File: config.mk
export PLATFORM = sky130hd
export DESIGN_NAME = ccfg_regs
export DESIGN_NICKNAME = d
export VERILOG_FILES = /design/src/verilog/ccfg_edge.v /design/src/verilog/ccfg_regs.v
export VERILOG_INCLUDE_DIRS = /design/src /design/src/verilog
export SDC_FILE = /design/constraint.sdc
export NUM_CORES = 1
export LEC_CHECK = 0
export BUFFER_PORTS_ARGS = -buffer_cell sky130_fd_sc_hd__buf_4
export CAP_MARGIN = 20
export CORE_MARGIN = 1.5
export CORE_UTILIZATION = 34
export CTS_BUF_LIST = sky130_fd_sc_hd__clkbuf_4
export DETAILED_ROUTE_END_ITERATION = 7
export HOLD_SLACK_MARGIN = 0.02
export PLACE_DENSITY = 0.65
export REMOVE_ABC_BUFFERS = 1
export SLEW_MARGIN = 20
export SYNTH_ARGS = -nofsm -noshare
export SYNTH_HDL_FRONTEND = slang
export SYNTH_HIERARCHICAL = 1
export SYNTH_SLANG_ARGS = --single-unit
File: constraint.sdc
create_clock -name clk_i -period 1.2 [get_ports clk_i]
set_input_delay 0.12 -clock clk_i [delete_from_list [all_inputs] [get_ports clk_i]]
set_output_delay 0.12 -clock clk_i [all_outputs]
set_load 0.005 [all_outputs]
File: src/verilog/ccfg_defines.vh
// Purpose: constants of the crate controller configuration block.
// Assumes: 4-bit data type codes arrive with an 8-bit parameter.
// Notes: definitions only.
`ifndef CCFG_DEFINES_VH
`define CCFG_DEFINES_VH
`define CCFG_DT_WR_CMD 4'h2
`define CCFG_DT_WR_THN 4'h3
`define CCFG_DT_WR_THP 4'h4
`define CCFG_DT_WR_MASK 4'h5
`define CCFG_DT_WR_SHIFT 4'h6
`define CCFG_DT_WR_TEST 4'h7
`define CCFG_DT_EVENT 4'h8
`define CCFG_DT_RD_CMD 4'ha
`define CCFG_DT_RD_THN 4'hb
`define CCFG_DT_RD_THP 4'hc
`define CCFG_DT_RD_MASK 4'hd
`define CCFG_DT_RD_SHIFT 4'he
`define CCFG_DT_RD_TEST 4'hf
`define CCFG_CMD_ACQ 0
`define CCFG_CMD_ROM 1
`define CCFG_CMD_TST 2
`define CCFG_CMD_LED 3
`define CCFG_CMD_RTO 4
`define CCFG_CMD_SOFT_CLEAR 7
`define CCFG_CMD_WMASK 8'h9f
`define CCFG_RB_PIPE 5
`define CCFG_RB_ST1 6
`define CCFG_RB_ST2 7
`define CCFG_SHIFT_MASK 8'h3f
`define CCFG_RESET_BYTE 8'h00
`define CCFG_TRIG_WORDS 8'h06
`endif

File: src/verilog/ccfg_edge.v
// Purpose: registered level with rise and fall pulses.
// Assumes: input synchronous to clk_i.
// Notes: used for the pipeline enable level.
module ccfg_edge (
  input wire clk_i,
  input wire reset_i,
  input wire level_i,
  output reg level_o,
  output wire rise_o,
  output wire fall_o
);
  always @(posedge clk_i) begin
    if (reset_i) begin
      level_o <= 1'b0;
    end else begin
      level_o <= level_i;
    end
  end
  assign rise_o = level_i & ~level_o;
  assign fall_o = ~level_i & level_o;
endmodule

File: src/verilog/ccfg_regs.v
// Purpose: configuration registers and command logic of the crate controller.
// Assumes: link receiver delivers type/data pulses; read-out engine reports word and cycle end.
// Notes: read-back words leave on tx_* for one cycle.
// Notes on behaviour
// - Types 2..7 write, 10..15 read back.
// - Command word: clear, 0, 0, rto, led, tst, rom, acq.
// - Acquisition shifts while enabled, reads on fall.
// - Re-read starts when pipeline low, self-clears.
// - Test cycle needs pipeline, acquisition low; self-clears.
// - LED bit switches pulse generator.
// - Trigger-only sends six words, then self-clears.
// - Soft clear one-then-zero resets; held disables.
// - Command read-back adds pipeline and diagnostic bits.
// - Two threshold registers, types 3/4, 11/12.
// - Mask bit n enables condition n.
// - Shift count keeps six low bits.
// - Shift count gives shift steps before read-out.
// - Test bits written type 7, read 15.
// - Test bit gives two hits, two channels.
// - Test bit channel and tile mapping table.
// - Test mode conditions equal test bits.
// - Inspection output shows pipeline enable low-active.
// - Three indicators: pipeline, diag low, diag high.
// - Main clock from exactly one source.
// - Data type 4-bit codes, 8 is event.
`include "ccfg_defines.vh"
module ccfg_regs (
  input wire clk_i,
  input wire reset_i,
  input wire rx_valid_i,
  input wire [3:0] rx_type_i,
  input wire [7:0] rx_data_i,
  input wire pipeline_enable_i,
  input wire diag_status_low_i,
  input wire diag_status_high_i,
  input wire word_sent_i,
  input wire readout_done_i,
  input wire [15:0] tile_hits_i,
  input wire [7:0] logic_conditions_i,
  input wire [1:0] clock_select_i,
  input wire fibre_clock_i,
  input wire onboard_osc_clock_i,
  input wire external_clock_in_i,
  output reg tx_valid_o,
  output reg [3:0] tx_type_o,
  output reg [7:0] tx_data_o,
  output reg [7:0] command_word_o,
  output reg [7:0] threshold_code_neg_o,
  output reg [7:0] threshold_code_pos_o,
  output reg [7:0] pipeline_shift_count_o,
  output reg pipeline_shift_o,
  output reg readout_start_o,
  output reg readout_stop_o,
  output reg [1:0] readout_kind_o,
  output reg light_pulse_output_o,
  output reg [15:0] test_inject_o,
  output reg [15:0] tile_emulate_o,
  output reg [7:0] trigger_condition_o,
  output reg pipeline_enable_n_o,
  output reg [2:0] status_led_o,
  output reg main_clock_o,
  output reg board_disabled_o
);
  localparam ST_IDLE = 2'b00;
  localparam ST_ACQ = 2'b01;
  localparam ST_ROM = 2'b10;
  localparam ST_TST = 2'b11;
  reg [7:0] cmd_q;
  reg [7:0] cond_mask_q;
  reg [7:0] test_bits_q;
  reg [1:0] state_q;
  reg [7:0] word_cnt_q;
  reg soft_clear_seen_q;
  wire pipe_q;
  wire pipe_rise;
  wire pipe_fall;
  wire held_clear;
  wire cycle_end;
  wire wr;
  wire rd;
  reg [7:0] rd_data;
  reg [7:0] cmd_next;
  reg [15:0] inj;
  reg [7:0] raw_cond;
  integer k;

  ccfg_edge u_pipe (
    .clk_i(clk_i),
    .reset_i(reset_i),
    .level_i(pipeline_enable_i),
    .level_o(pipe_q),
    .rise_o(pipe_rise),
    .fall_o(pipe_fall)
  );

  // Codes 0, 1, 9 and the event code 8 fall through both decodes and change nothing.
  assign wr = rx_valid_i && (rx_type_i >= `CCFG_DT_WR_CMD) && (rx_type_i <= `CCFG_DT_WR_TEST);
  assign rd = rx_valid_i && (rx_type_i >= `CCFG_DT_RD_CMD);
  assign held_clear = cmd_q[`CCFG_CMD_SOFT_CLEAR];
  assign cycle_end = (state_q != ST_IDLE) && readout_done_i;

  always @* begin
    case (rx_type_i)
      `CCFG_DT_RD_CMD: rd_data = {diag_status_high_i, diag_status_low_i, pipe_q, cmd_q[4:0]};
      `CCFG_DT_RD_THN: rd_data = threshold_code_neg_o;
      `CCFG_DT_RD_THP: rd_data = threshold_code_pos_o;
      `CCFG_DT_RD_MASK: rd_data = cond_mask_q;
      `CCFG_DT_RD_SHIFT: rd_data = pipeline_shift_count_o & `CCFG_SHIFT_MASK;
      `CCFG_DT_RD_TEST: rd_data = test_bits_q;
      default: rd_data = `CCFG_RESET_BYTE;
    endcase
  end

  // Command next value: self-clearing bits drop at cycle end unless rewritten in that cycle.
  always @* begin
    cmd_next = cmd_q;
    if (cycle_end) begin
      cmd_next[`CCFG_CMD_RTO] = 1'b0;
      if (state_q == ST_ROM) begin
        cmd_next[`CCFG_CMD_ROM] = 1'b0;
      end
      if (state_q == ST_TST) begin
        cmd_next[`CCFG_CMD_TST] = 1'b0;
      end
    end
    if (wr && rx_type_i == `CCFG_DT_WR_CMD) begin
      cmd_next = rx_data_i & `CCFG_CMD_WMASK;
    end
  end

  always @(posedge clk_i) begin
    if (reset_i) begin
      cmd_q <= `CCFG_RESET_BYTE;
      soft_clear_seen_q <= 1'b0;
      threshold_code_neg_o <= `CCFG_RESET_BYTE;
      threshold_code_pos_o <= `CCFG_RESET_BYTE;
      cond_mask_q <= `CCFG_RESET_BYTE;
      pipeline_shift_count_o <= `CCFG_RESET_BYTE;
      test_bits_q <= `CCFG_RESET_BYTE;
      tx_valid_o <= 1'b0;
      tx_type_o <= 4'h0;
      tx_data_o <= `CCFG_RESET_BYTE;
    end else begin
      tx_valid_o <= rd;
      if (rd) begin
        tx_type_o <= rx_type_i;
        tx_data_o <= rd_data;
      end
      if (soft_clear_seen_q && !cmd_next[`CCFG_CMD_SOFT_CLEAR]) begin
        cmd_q <= `CCFG_RESET_BYTE;
      end else begin
        cmd_q <= cmd_next;
      end
      soft_clear_seen_q <= cmd_next[`CCFG_CMD_SOFT_CLEAR];
      if (wr) begin
        case (rx_type_i)
          `CCFG_DT_WR_THN: threshold_code_neg_o <= rx_data_i;
          `CCFG_DT_WR_THP: threshold_code_pos_o <= rx_data_i;
          `CCFG_DT_WR_MASK: cond_mask_q <= rx_data_i;
          `CCFG_DT_WR_SHIFT: pipeline_shift_count_o <= rx_data_i & `CCFG_SHIFT_MASK;
          `CCFG_DT_WR_TEST: test_bits_q <= rx_data_i;
          default: threshold_code_neg_o <= threshold_code_neg_o;
        endcase
      end
    end
  end

  // Read-out cycle sequencer; soft clear held forces it idle.
  always @(posedge clk_i) begin
    if (reset_i || held_clear) begin
      state_q <= ST_IDLE;
      word_cnt_q <= `CCFG_RESET_BYTE;
      readout_start_o <= 1'b0;
      readout_stop_o <= 1'b0;
      readout_kind_o <= ST_IDLE;
      pipeline_shift_o <= 1'b0;
    end else begin
      readout_start_o <= 1'b0;
      readout_stop_o <= 1'b0;
      pipeline_shift_o <= cmd_q[`CCFG_CMD_ACQ] && pipe_q;
      case (state_q)
        ST_IDLE: begin
          word_cnt_q <= `CCFG_RESET_BYTE;
          if (cmd_q[`CCFG_CMD_ACQ] && pipe_fall) begin
            state_q <= ST_ACQ;
            readout_start_o <= 1'b1;
            readout_kind_o <= ST_ACQ;
          end else if (cmd_q[`CCFG_CMD_ROM] && !pipeline_enable_i) begin
            state_q <= ST_ROM;
            readout_start_o <= 1'b1;
            readout_kind_o <= ST_ROM;
          end else if (cmd_q[`CCFG_CMD_TST] && !pipeline_enable_i && !cmd_q[`CCFG_CMD_ACQ]) begin
            state_q <= ST_TST;
            readout_start_o <= 1'b1;
            readout_kind_o <= ST_TST;
          end
        end
        ST_ACQ, ST_ROM, ST_TST: begin
          if (word_sent_i && word_cnt_q != `CCFG_TRIG_WORDS) begin
            word_cnt_q <= word_cnt_q + 8'h01;
          end
          // The stop asks the engine to end early; cycle end still comes from it.
          if (cmd_q[`CCFG_CMD_RTO] && word_sent_i && word_cnt_q == `CCFG_TRIG_WORDS - 8'h01) begin
            readout_stop_o <= 1'b1;
          end
          if (readout_done_i) begin
            state_q <= ST_IDLE;
          end
        end
        default: state_q <= ST_IDLE;
      endcase
    end
  end

  // Test injection: bit n to channels n and n+8, bit 7 to 0 and 15.
  always @* begin
    inj = 16'h0000;
    for (k = 0; k < 7; k = k + 1) begin
      inj[k] = test_bits_q[k];
      inj[k + 8] = test_bits_q[k];
    end
    inj[0] = test_bits_q[0] | test_bits_q[7];
    inj[15] = test_bits_q[7];
    raw_cond = cmd_q[`CCFG_CMD_TST] ? test_bits_q : logic_conditions_i;
  end

  always @(posedge clk_i) begin
    if (reset_i) begin
      test_inject_o <= 16'h0000;
      tile_emulate_o <= 16'h0000;
      trigger_condition_o <= `CCFG_RESET_BYTE;
      light_pulse_output_o <= 1'b0;
      pipeline_enable_n_o <= 1'b1;
      status_led_o <= 3'h0;
      main_clock_o <= 1'b0;
      command_word_o <= `CCFG_RESET_BYTE;
      board_disabled_o <= 1'b0;
    end else begin
      test_inject_o <= inj;
      for (k = 0; k < 4; k = k + 1) begin
        // Tiles a,c of group k+1 from even bit, b,d from odd bit; OR with real hits.
        tile_emulate_o[4*k] <= tile_hits_i[4*k] | test_bits_q[2*k];
        tile_emulate_o[4*k+2] <= tile_hits_i[4*k+2] | test_bits_q[2*k];
        tile_emulate_o[4*k+1] <= tile_hits_i[4*k+1] | test_bits_q[2*k+1];
        tile_emulate_o[4*k+3] <= tile_hits_i[4*k+3] | test_bits_q[2*k+1];
      end
      trigger_condition_o <= raw_cond & cond_mask_q;
      light_pulse_output_o <= cmd_q[`CCFG_CMD_LED] && !held_clear;
      pipeline_enable_n_o <= ~pipe_q;
      status_led_o <= {diag_status_high_i, diag_status_low_i, pipe_q};
      command_word_o <= cmd_q;
      board_disabled_o <= held_clear;
      // Sampled selection keeps exactly one source live; an invalid code picks the fibre clock.
      case (clock_select_i)
        2'b01: main_clock_o <= onboard_osc_clock_i;
        2'b10: main_clock_o <= external_clock_in_i;
        default: main_clock_o <= fibre_clock_i;
      endcase
    end
  end
endmodule

==> impl_metrics.csv <==
group,metric,value,unit
run_status,outcome,"finished, violations left",
run_status,violations,"negative setup slack",
timing,hold_ws,0.0735,ns
setup_path,crit_arrival,1.65,ns
timing,skew,0.0254,ns
floorplanning,die_w,122,um
timing,fin_ws,-0.0386,ns
timing,clock.fmax,0.807,GHz
clocking,clock_path_buffers,2,
global_routing,antenna_found_initial,0,
timing,maxSlewViolCount,0,
global_routing,grt_use_met1,24.3,%
finish,nNetsFinal,806,
global_routing,grtUsageTotal,20.1,%
setup_path,cp_top_family,"flip-flops",
floorplanning,rows,43,
placement,dp_hpwl,10200,um
floorplanning,core,13800,um2
flow_run,maxCapViolCount,0,
placement,placed_cells_incl_taps,873,
floorplanning,die_height,122,um
global_routing,grt_overflow,0,
pwr,power_density,1090,nW/um2
placement,io_buffers,140,
detailed_routing,via_per_inst,4.95,
setup_path,critPathKind,"register to register",
global_routing,grt_pass1_vias,4612,
timing,finalHoldViolCount,0,
clocking,cts_sinks,119,
timing,slew_headroom,66.4,%
global_routing,met3_usage,5.57,%
detailed_routing,drcViolationCount,0,
timing,worstMarginPinSlew,0.502,ns
yosys,yosys_warnings,6,
floorplanning,die_area,14800,um2
floorplanning,ios,146,
setup_path,slowest_delay,0.43,ns
yosys,synthesis.area,4790,um2
finish,drive_above_1_share,36.9,%
setup_path,r2r_slack,-0.04,ns
floorplanning,start_util,34.6,%
timing,period_minus_slack,1.24,ns
yosys,avgSynthCellArea,9.05,um2
detailed_routing,postRouteAntennaNets,0,
finish,syn2layout_area_growth,48.9,%
detailed_routing,drt_iter0_drc,341,
pwr,p_leak,3.00,nW
global_routing,top_usage_layer,"met2",
timing,rsz0062_at_grt,"yes",
setup_path,start_kind,"register",
yosys,syn_inst,529,
detailed_routing,dr.pass1.iters,5,
setup_path,cp_num_buf_inv,0,
global_routing,met2_usage,33.8,%
min_path,hold_class,"input pin to register",
clocking,root_buffer,"clkbuf_4",
setup_path,required,1.61,ns
global_routing,grt_max_degree,35,
clocking,ctsHtreeMaxLevel,4,
placement,routabilityCongestion,0.885,
timing,final.period_utilization,103,%
clocking,cts_buffers,17,
detailed_routing,routed_wl,14600,um
pwr,ir_drop,680,uV
setup_path,slowest_stage,"dfxtp_1",
detailed_routing,vias,4680,
global_routing,grt_pass1_wl,23000,um
finish,final_cells,946,
setup_path,endpoint_kind,"register",
clocking,clock_latency,0.54,ns
setup_path,cp_max_fo,5,
clocking,path_clk_slew,0.10,ns
timing,finalSetupViolations,4,
setup_path,crit_chain,"nor2b_2 -> a31oi_4 -> xnor2_1 -> nor2_1",
detailed_routing,wl_per_cell,15.4,um
clocking,cts_tree,"done",
state kept, by name, indices dropped and copies added (netlist names), 2 cells and up:
signal / cells
status_led_o: 3
command_word_o: 5
tx_data_o: 8
pipeline_shift_count_o: 6
cmd_q: 6
threshold_code_pos_o: 8
word_cnt_q: 8
tile_emulate_o: 16
readout_kind_o: 2
cond_mask_q: 8
trigger_condition_o: 8
test_inject_o: 9
threshold_code_neg_o: 8
test_bits_q: 8
tx_type_o: 4
state_q: 2
metrics by stage:
step	power [mW]	setup slack [ns]	util [%]	area [um2]	setup TNS, ns
5_1_grt	8.11	-0.109	51.5	7120	-0.626
3_3_place_gp	4.94	-0.150	45.6	6310	-3.93
6_report	7.74	-0.0386	51.5	7130	-0.102
3_5_place_dp	4.95	-0.152	45.6	6310	-5.58
2_1_floorplan	4.39	-0.218	-	4570	-2.11
4_1_cts	7.80	-0.0330	50.8	7030	-0.0850
placed cells by master (no fill, tap or decap), types with 8 or more instances in the layout:
master           n
nand2b_1        13
nand2_1         34
nor3_1           8
inv_1           10
buf_4          187
clkbuf_4        20
nor3b_1          9
a21oi_1         48
nor2b_1         20
dlygate4sd3_1   41
buf_6            9
o21ai_0         22
nor2_1          80
dfxtp_1         86
dfxtp_2         32
mux2i_1         28
nand3_1         18
path summary, 6_finish.rpt:
kind / end / from / depth (start not counted)
setup / recovery: word_cnt_q[0]$_SDFFE_PP0P_ / word_cnt_q[2]$_SDFFE_PP0P_ / 4
hold / removal: tx_type_o[0]$_SDFFE_PP0P_ / rx_type_i[0] / 4
setup reg to reg: word_cnt_q[0]$_SDFFE_PP0P_ / word_cnt_q[2]$_SDFFE_PP0P_ / 4
hold reg to reg: readout_kind_o[0]$_SDFFE_PP0P_ / readout_kind_o[0]$_SDFFE_PP0P_ / 2
power by group:
group	internal, mW	total, mW	switching [mW]
sequential	4.04	4.09	0.0490
clock	1.26	2.74	1.48
combinational	0.488	0.907	0.419
total	5.79	7.74	1.95
worst min-delay path, cell delays in order:
cell and delay, ns:
buf_4 0.12, buf_4 0.17, mux2i_1 0.09, nor2_1 0.07
area by class of cell:
cell class,count,area [um2]
tap,180,225
sequential,119,2430
multi-input combinational,365,2220
timing repair buffer,239,1960
clock buffer,20,150
clock inverter,12,110
antenna,1,2.50
fill,1277,6700
inverter,10,37.5
layer usage:
metal | vias to the layer above | wire length [um]
met1 | 2230 | 6320
met3 | 31 | 867
met2 | 162 | 7020
li1 | 2257 | -
met4 | 0 | 361
met5 | - | 0
timing repair:
item | 4_1_cts | 5_1_grt
pin swaps | 2 | 5
endpoints found under the hold margin | 88 | 0
setup buffers | 1 | 1
endpoints found under the setup margin | 24 | 35
hold buffers | 41 | 0
resized for setup | 27 | 33
Note: power is estimated with default switching activity, not from simulation.
